File: src/rtl/asq_pkg.sv
// Purpose: shared constants and carrier types for the static memory access sequencer
// Assumes: 200 MHz clock, 55 ns speed grade timing figures
// Notes:   times in ns, cycle counts derived from them
package asq_pkg;
    localparam int CLK_PERIOD_NS = 5;
    localparam int ADDR_W        = 20;
    localparam int DATA_W        = 16;
    // timing figures as printed (ns)
    localparam int READ_CYCLE_TIME_NS        = 55;
    localparam int ADDR_ACCESS_NS            = 55;
    localparam int WRITE_PULSE_WIDTH_NS      = 40;
    localparam int WRITE_CYCLE_NS            = 55;
    localparam int WRITE_TO_FLOAT_DELAY_NS   = 20;
    localparam int OE_RELEASE_TO_FLOAT_NS    = 20;
    localparam int DATA_SETUP_NS             = 25;
    localparam int WRITE_ADDR_SETUP_NS       = 0;
    localparam int RETENTION_SETUP_TIME_NS   = 0;
    localparam int RETENTION_RECOVERY_NS     = READ_CYCLE_TIME_NS;
    // least times round up
    localparam int RC_CYC   = (READ_CYCLE_TIME_NS + CLK_PERIOD_NS - 1) / CLK_PERIOD_NS;
    localparam int AA_CYC   = (ADDR_ACCESS_NS + CLK_PERIOD_NS - 1) / CLK_PERIOD_NS;
    localparam int PWE_CYC  = (WRITE_PULSE_WIDTH_NS + CLK_PERIOD_NS - 1) / CLK_PERIOD_NS;
    localparam int WC_CYC   = (WRITE_CYCLE_NS + CLK_PERIOD_NS - 1) / CLK_PERIOD_NS;
    localparam int HZOE_CYC = (OE_RELEASE_TO_FLOAT_NS + CLK_PERIOD_NS - 1) / CLK_PERIOD_NS;
    localparam int HZWE_CYC = (WRITE_TO_FLOAT_DELAY_NS + CLK_PERIOD_NS - 1) / CLK_PERIOD_NS;
    localparam int RDR_CYC  = (RETENTION_RECOVERY_NS + CLK_PERIOD_NS - 1) / CLK_PERIOD_NS;
    localparam int CNT_W    = 5;
    localparam logic [CNT_W-1:0] CNT_ZERO = 5'h00;
    localparam logic [CNT_W-1:0] CNT_ONE  = 5'h01;

    typedef enum logic [1:0]
    {
        ASQ_WR_WE_OE_HI  = 2'h0,   // write-enable bounded, output enable high
        ASQ_WR_WE_OE_LO  = 2'h1,   // write-enable bounded, output enable low
        ASQ_WR_SEL       = 2'h2,   // chip-select pair bounded
        ASQ_WR_BYTE      = 2'h3    // byte-enable bounded
    } asq_wmode_t;

    typedef enum logic [2:0]
    {
        ASQ_ST_RESET  = 3'h0,
        ASQ_ST_IDLE   = 3'h1,
        ASQ_ST_READ   = 3'h2,
        ASQ_ST_WFLOAT = 3'h3,
        ASQ_ST_WRITE  = 3'h4,
        ASQ_ST_WEND   = 3'h5,
        ASQ_ST_RETAIN = 3'h6,
        ASQ_ST_RECOV  = 3'h7
    } asq_state_t;

    typedef struct packed
    {
        logic              write;
        asq_wmode_t        wmode;
        logic [1:0]        byte_en;    // bit1 upper, bit0 lower, active high
        logic [ADDR_W-1:0] addr;
        logic [DATA_W-1:0] wdata;
    } asq_req_t;

    typedef struct packed
    {
        logic [ADDR_W-1:0] addr;
        logic              select_low_n;
        logic              select_high;
        logic              oe_n;
        logic              we_n;
        logic              upper_byte_enable_n;
        logic              lower_byte_enable_n;
    } asq_pins_t;

    localparam asq_pins_t PINS_IDLE = '{addr: '0, select_low_n: 1'b1, select_high: 1'b0, oe_n: 1'b1,
                                        we_n: 1'b1, upper_byte_enable_n: 1'b1, lower_byte_enable_n: 1'b1};
endpackage : asq_pkg

File: src/rtl/asq_ctrl.sv
// Purpose: host controller sequencing reads, four write forms and retention for an async static memory
// Assumes: one clock domain; memory is clockless and driven only through its pins
// Notes:   one request at a time; data bus output enable is low while driving
// Functional notes
// memory presents read data while held selected
// address valid before select becomes true; code drives address and select on the same edge
// select pair may bound a write
// data drivers off while memory still drives
// memory floats after output enable release
// oe low write: wait write float delay
// prefer output enable high during writes
// byte-bounded write keeps write enable low
// float interval skipped when oe released first; code still waits HZOE_CYC in the three forms other than oe-low
// retention by deselecting or dropping byte enables
// write enable may bound write, oe high
// write only while all four conditions hold
// wait read cycle after retention exit
`timescale 1ns/1ps
module asq_ctrl
    import asq_pkg::*;
(
    input  wire logic              clock_i,
    input  wire logic              rst_b_i,
    input  wire logic              req_valid_i,
    input  wire asq_req_t          req_i,
    output logic                   req_ready_o,
    input  wire logic              retain_i,
    output logic                   retained_o,
    output logic                   rd_valid_o,
    output logic [DATA_W-1:0]      rd_data_o,
    output asq_pins_t              pins_o,
    input  wire logic [DATA_W-1:0] dq_i,
    output logic [DATA_W-1:0]      dq_o,
    output logic                   dq_oe_n_o
);
    asq_state_t         state_q, state_d;
    logic [CNT_W-1:0]   cnt_q, cnt_d;
    asq_req_t           req_q, req_d;
    asq_pins_t          pins_q, pins_d;
    logic               dq_oe_n_q, dq_oe_n_d;
    logic [DATA_W-1:0]  rd_data_q, rd_data_d;
    logic               rd_valid_q, rd_valid_d;
    logic [DATA_W-1:0]  dq_s1_q, dq_s2_q;

    // read data path synchroniser, two stages before use
    always_ff @(posedge clock_i)
    begin
        dq_s1_q <= dq_i;
        dq_s2_q <= dq_s1_q;
    end

    always_comb
    begin
        state_d    = state_q;
        cnt_d      = (cnt_q == CNT_ZERO) ? CNT_ZERO : cnt_q - CNT_ONE;
        req_d      = req_q;
        pins_d     = pins_q;
        dq_oe_n_d  = dq_oe_n_q;
        rd_data_d  = rd_data_q;
        rd_valid_d = 1'b0;
        case (state_q)
            ASQ_ST_RESET:
            begin
                pins_d    = PINS_IDLE;
                dq_oe_n_d = 1'b1;
                state_d   = ASQ_ST_IDLE;
            end
            ASQ_ST_IDLE:
            begin
                if (retain_i)
                begin
                    // zero setup: deselect immediately; select high low alone suffices
                    pins_d             = PINS_IDLE;
                    state_d            = ASQ_ST_RETAIN;
                end
                else if (req_valid_i)
                begin
                    req_d              = req_i;
                    // address goes out with, never after, the selecting edge
                    pins_d.addr        = req_i.addr;
                    pins_d.select_low_n = 1'b0;
                    pins_d.select_high = (req_i.write && req_i.wmode == ASQ_WR_SEL) ? 1'b0 : 1'b1;
                    pins_d.upper_byte_enable_n = ~(req_i.write ? req_i.byte_en[1] : 1'b1);
                    pins_d.lower_byte_enable_n = ~(req_i.write ? req_i.byte_en[0] : 1'b1);
                    if (req_i.write && req_i.wmode == ASQ_WR_BYTE)
                    begin
                        pins_d.upper_byte_enable_n = 1'b1;
                        pins_d.lower_byte_enable_n = 1'b1;
                    end
                    if (!req_i.write)
                    begin
                        pins_d.oe_n = 1'b0;
                        pins_d.we_n = 1'b1;
                        cnt_d       = CNT_W'(RC_CYC);
                        state_d     = ASQ_ST_READ;
                    end
                    else
                    begin
                        // only the oe-low form keeps output enable active; others release it first
                        pins_d.oe_n = (req_i.wmode == ASQ_WR_WE_OE_LO) ? 1'b0 : 1'b1;
                        pins_d.we_n = (req_i.wmode == ASQ_WR_WE_OE_HI || req_i.wmode == ASQ_WR_WE_OE_LO)
                                      ? 1'b1 : 1'b0;
                        // one extra count: write enable only falls on the next edge
                        cnt_d       = (req_i.wmode == ASQ_WR_WE_OE_LO) ? CNT_W'(HZWE_CYC) + CNT_ONE
                                      : CNT_W'(HZOE_CYC);
                        state_d     = ASQ_ST_WFLOAT;
                    end
                end
            end
            ASQ_ST_READ:
            begin
                if (cnt_q == CNT_ONE)
                begin
                    // sample late; two sync stages already cover pin settling
                    rd_data_d  = dq_s2_q;
                    rd_valid_d = 1'b1;
                    pins_d     = PINS_IDLE;
                    pins_d.addr = req_q.addr;
                    state_d    = ASQ_ST_IDLE;
                end
            end
            ASQ_ST_WFLOAT:
            begin
                // bus stays undriven until memory outputs have floated
                if (req_q.wmode == ASQ_WR_WE_OE_LO && pins_q.we_n)
                begin
                    pins_d.we_n = 1'b0;
                end
                if (cnt_q == CNT_ONE)
                begin
                    dq_oe_n_d = 1'b0;
                    pins_d.we_n = 1'b0;
                    pins_d.select_low_n = 1'b0;
                    pins_d.select_high  = 1'b1;
                    pins_d.upper_byte_enable_n = ~req_q.byte_en[1];
                    pins_d.lower_byte_enable_n = ~req_q.byte_en[0];
                    cnt_d   = CNT_W'(PWE_CYC);
                    state_d = ASQ_ST_WRITE;
                end
            end
            ASQ_ST_WRITE:
            begin
                if (cnt_q == CNT_ONE)
                begin
                    // terminate with the bounding strobe of the chosen form
                    case (req_q.wmode)
                        ASQ_WR_SEL:  pins_d.select_high = 1'b0;
                        ASQ_WR_BYTE:
                        begin
                            pins_d.upper_byte_enable_n = 1'b1;
                            pins_d.lower_byte_enable_n = 1'b1;
                        end
                        default:
                        begin
                            // release oe too, else the memory re-drives into our data hold
                            pins_d.we_n = 1'b1;
                            pins_d.oe_n = 1'b1;
                        end
                    endcase
                    cnt_d   = CNT_W'(WC_CYC - PWE_CYC);
                    state_d = ASQ_ST_WEND;
                end
            end
            ASQ_ST_WEND:
            begin
                // data and address held one cycle past write end (zero hold)
                dq_oe_n_d = 1'b1;
                pins_d    = PINS_IDLE;
                pins_d.addr = req_q.addr;
                if (cnt_q <= CNT_ONE)
                begin
                    state_d = ASQ_ST_IDLE;
                end
            end
            ASQ_ST_RETAIN:
            begin
                if (!retain_i)
                begin
                    cnt_d   = CNT_W'(RDR_CYC);
                    state_d = ASQ_ST_RECOV;
                end
            end
            ASQ_ST_RECOV:
            begin
                if (cnt_q == CNT_ONE)
                begin
                    state_d = ASQ_ST_IDLE;
                end
            end
            default:
            begin
                state_d = ASQ_ST_RESET;
            end
        endcase
    end

    always_ff @(posedge clock_i)
    begin
        if (!rst_b_i)
        begin
            state_q    <= ASQ_ST_RESET;
            cnt_q      <= CNT_ZERO;
            req_q      <= '0;
            pins_q     <= PINS_IDLE;
            dq_oe_n_q  <= 1'b1;
            rd_data_q  <= '0;
            rd_valid_q <= 1'b0;
        end
        else
        begin
            state_q    <= state_d;
            cnt_q      <= cnt_d;
            req_q      <= req_d;
            pins_q     <= pins_d;
            dq_oe_n_q  <= dq_oe_n_d;
            rd_data_q  <= rd_data_d;
            rd_valid_q <= rd_valid_d;
        end
    end

    assign req_ready_o = (state_q == ASQ_ST_IDLE) && !retain_i;
    assign retained_o  = (state_q == ASQ_ST_RETAIN);
    assign rd_valid_o  = rd_valid_q;
    assign rd_data_o   = rd_data_q;
    assign pins_o      = pins_q;
    assign dq_o        = req_q.wdata;
    assign dq_oe_n_o   = dq_oe_n_q;
endmodule : asq_ctrl

File: config.mk
export PLATFORM = sky130hd
export DESIGN_NAME = asq_ctrl
export DESIGN_NICKNAME = d
export VERILOG_FILES = /design/src/rtl/asq_pkg.sv /design/src/rtl/asq_ctrl.sv
export SDC_FILE = /design/constraint.sdc
export NUM_CORES = 1
export LEC_CHECK = 0
export BUFFER_PORTS_ARGS = -buffer_cell sky130_fd_sc_hd__buf_2
export CAP_MARGIN = 20
export CORE_ASPECT_RATIO = 0.8
export CORE_MARGIN = 4
export CORE_UTILIZATION = 47
export CTS_CLUSTER_SIZE = 14
export DETAILED_ROUTE_END_ITERATION = 6
export GPL_ROUTABILITY_DRIVEN = 0
export PLACE_DENSITY_LB_ADDON = 0.08
export SYNTH_ARGS = -nofsm -noshare
export SYNTH_HDL_FRONTEND = slang
export SYNTH_SLANG_ARGS = --single-unit
File: constraint.sdc
create_clock -name clock_i -period 1.75 [get_ports clock_i]
set_input_delay 0.175 -clock clock_i [delete_from_list [all_inputs] [get_ports clock_i]]
set_output_delay 0.175 -clock clock_i [all_outputs]
set_load 0.01 [all_outputs]
==> summary.md <==
| Metric | Value |
|---|---|
| Failing checks | `negative setup slack` |
| Yosys cell types | `between 40 and 50` |
| Avg WL per Cell | `15.9 um` |
| Synth Flop Type | `dfxtp_1` |
| Max_cap viols | `0` |
| Data arrival time of the worst path | `~2200 ps` |
| Syn Inst Count | `539` |
| EDFF count, synth | `0` |
| Register area share after synthesis | `a little over half` |
| Routed Antenna Nets | `0` |
| Total power | `10.0 mW` |
| Clk_skew | `7.63 ps` |
| Final period util | `111%` |
| Rows | `32` |
| Setup crit start kind | `flop` |
| Largest net degree at the start of global routing | `38` |
| Core area | `9730 sq um` |
| Vias/cell | `~5.2` |
| IO Pins | `roughly 120` |
| Clk root buf | `clkbuf_16` |
| Chip Height | `roughly 98 um` |
| Final slew viol count | `0` |
| Mapped Area | `4740 sq um` |
| CTS tree | `built` |
| Syn-to-layout area delta | `41.1%` |
| Reg clk slew, reported paths | `approximately 60 ps` |
| NumNets Final | `758` |
| Slew headroom | `between 50% and 60%` |
| Grt total ovfl | `0` |
| Die width | `120 um` |
| Final setup viols | `47` |
| Clock Tree Buf Depth | `2` |
| Final Critical Period | `1940 ps` |
| Vias in the first global route | `4,095` |
| CTS buffer count | `17` |
| PnR worst setup slack | `-187 ps` |
| Initial antenna violation count | `0` |
| Worst-margin pin slew | `618 ps` |
| LEAKAGE | `2.75 nW` |
| Maximum vdd drop | `between 0.0009 and 0.001 V` |
| Run status | `complete, but fails checks` |
| Port Buffer Count | `122` |
| Data required, critical path | `2050 ps` |
| Worst Setup Path Type | `flop to flop` |
| Routed vias | `4,387` |
| Finished Layout Cells | `843` |
| GRT Total Usage | `21.1%` |
| Ys Warns | `0` |
| P per Cell Area | `approximately 1500 nW/um^2` |
| First-pass GRT wire length | `19,900 um` |
| H-tree depth | `4` |
| Clk Latency, worst-skew pair | `410 ps` |
| Pre-Repair DR Iteration Count | `5` |
| Synth Register Bits | `124` |
| Hpwl dp | `8010 um` |
| Synthesized Nets | `~600` |
| Share of layout cells above drive strength 1 | `33.2%` |
| Critical-path maximum fanout | `10` |
| Final wirelength | `13,400 um` |
| Unrepaired setup endpoints after global routing | `yes` |
| Worst min path class | `input port to flop` |
| Synth async-reset ratio | `0%` |
| DIE AREA | `11,800 sq um` |
| Initial Util | `between 40% and 50%` |
| Drt initial violations | `373` |
| DRC viols | `0` |
| ANT cells | `0` |
| Worst Setup End Kind | `flop` |
| Final hold viol count | `0` |
| Synth Area per Inst | `just under 9 sq um` |
| Clock sink count | `124` |
| Max Clock Freq | `0.516 GHz` |
| Cell count after placement | `774` |
==> Yosys cell counts, types with 2 or more instances <==
cell / number / area, sq um
mux2i_1: 2 / 20.0
a21oi_1: 73 / 365
nand3_1: 5 / 25.0
o2bb2ai_1: 20 / 175
and2_1: 20 / 125
dfxtp_1: 124 / 2480
o21ai_1: 2 / 10.0
buf_4: 16 / 120
mux2_2: 4 / 45.0
nor2b_1: 2 / 12.5
ha_1: 3 / 37.5
o21a_1: 2 / 15.0
nor3_1: 3 / 15.0
nand2_1: 129 / 484
a31oi_1: 2 / 12.5
inv_1: 6 / 22.5
nor2_1: 17 / 63.8
nor4b_1: 2 / 17.5
clkbuf_1: 25 / 93.8
nand2b_1: 4 / 25.0
nand3b_1: 3 / 22.5
buf_2: 9 / 45.0
o21ai_0: 15 / 75.1
o211ai_1: 5 / 37.5
a22oi_1: 20 / 150
buf_1: 3 / 11.3
==> layer usage <==
metal | track usage [%] | vias up | part of all wire [%] | wire (um)
met4 | 7.84 | 0 | 2.0 | 268
li1 | - | 2152 | - | -
met2 | 32.6 | 182 | 46 | 6200
met5 | 0 | - | 0 | 0
met3 | 4.98 | 20 | 7.4 | 993
met1 | 28.8 | 2033 | 44 | 5910
==> state kept, by name, summed over array words and instances, names as in the netlist <==
signal / flops
dq_oe_n_o: 1
cnt_q: 5
dq_s2_q: 16
rd_data_o: 16
dq_s1_q: 16
state_q: 3
pins_o: 26
dq_o: 16
req_q: 24
rd_valid_o: 1
==> power breakdown <==
group / internal (mW) / switching (mW)
clock network: 1.98 / 1.36
logic: 1.45 / 1.92
registers: 3.13 / 0.175
total: 6.55 / 3.46
==> worst paths after layout <==
| path | start | end | slack, ps | cells after the start |
|---|---|---|---|---|
| setup / recovery | cnt_q[1] | pins_o[5] | -190 | 7 |
| hold / removal | req_i[35] | req_q[35] | 10 | 3 |
| setup reg to reg | cnt_q[1] | pins_o[5] | -190 | 7 |
| hold reg to reg | dq_s1_q[3] | dq_s2_q[3] | 320 | 0 |
==> critical path, stage by stage, from the launching register on <==
cell	delay (ps)
dfxtp_2	320
inv_2	70
ha_4	130
or4b_4	480
buf_8	170
nor2_4	250
o21ai_2	100
a221o_1	300
==> what timing repair did <==
action | 4_1_cts | 5_1_grt
setup endpoints to repair | 49 | 89
hold endpoints to repair | 27 | 0
pin swaps | 3 | 7
cloned | 0 | 5
gates resized for setup | 11 | 36
hold buffers | 27 | 0
buffers inserted | 3 | 2
==> through the flow <==
stage | setup slack (ps) | cell area (sq um) | hold slack [ps] | utilization, % | TNS, ps
2_1_floorplan | -54.4 | 4780 | 203 | - | -1410
3_3_place_gp | -238 | 5560 | 277 | 57.1 | -7570
3_5_place_dp | -301 | 5560 | 279 | 57.1 | -9080
4_1_cts | -176 | 6450 | 1.07 | 66.3 | -5580
5_1_grt | -291 | 6690 | 7.96 | 68.8 | -10990
6_report | -187 | 6690 | 9.62 | 68.8 | -6750
==> logic make-up after synthesis <==
family,Yosys count,share of synthesized area (%)
buf+inv,61,6.49
compound gates,150,20.1
simple gates,195,18.9
mux,6,1.37
fa+ha+maj,3,0.792
flops,124,52.4
==> layout make-up <==
| type | count | area, sq um |
|---|---|---|
| clock buffer | 17 | 425 |
| clock inverter | 15 | 140 |
| fill | 766 | 3040 |
| inverter | 7 | 30.0 |
| multi-input combinational | 357 | 2160 |
| sequential | 124 | 2490 |
| tap | 136 | 170 |
| timing repair buffer | 187 | 1280 |
==> placed cells by master (no fill, tap or decap), types with 3 or more instances in the layout <==
cell           instances
buf_4                 24
inv_6                  5
buf_12                 5
buf_6                  4
clkinvlp_4             4
nand3_1                4
dlygate4sd3_1         27
inv_1                  4
o21ai_0               10
nor3_1                 3
o21ai_1                5
o2bb2ai_1             13
a31oi_4                3
buf_8                  3
a21oi_1               72
o211ai_1               5
nand2b_1               4
o2bb2ai_2              7
and2_1                20
a22oi_1               20
clkinv_2               3
buf_2                123
dfxtp_1              121
mux2_2                 4
nor2_1                15
nand3b_1               3
nand2_1              127
clkbuf_16             18
Note: power is estimated with default switching activity, not from simulation.
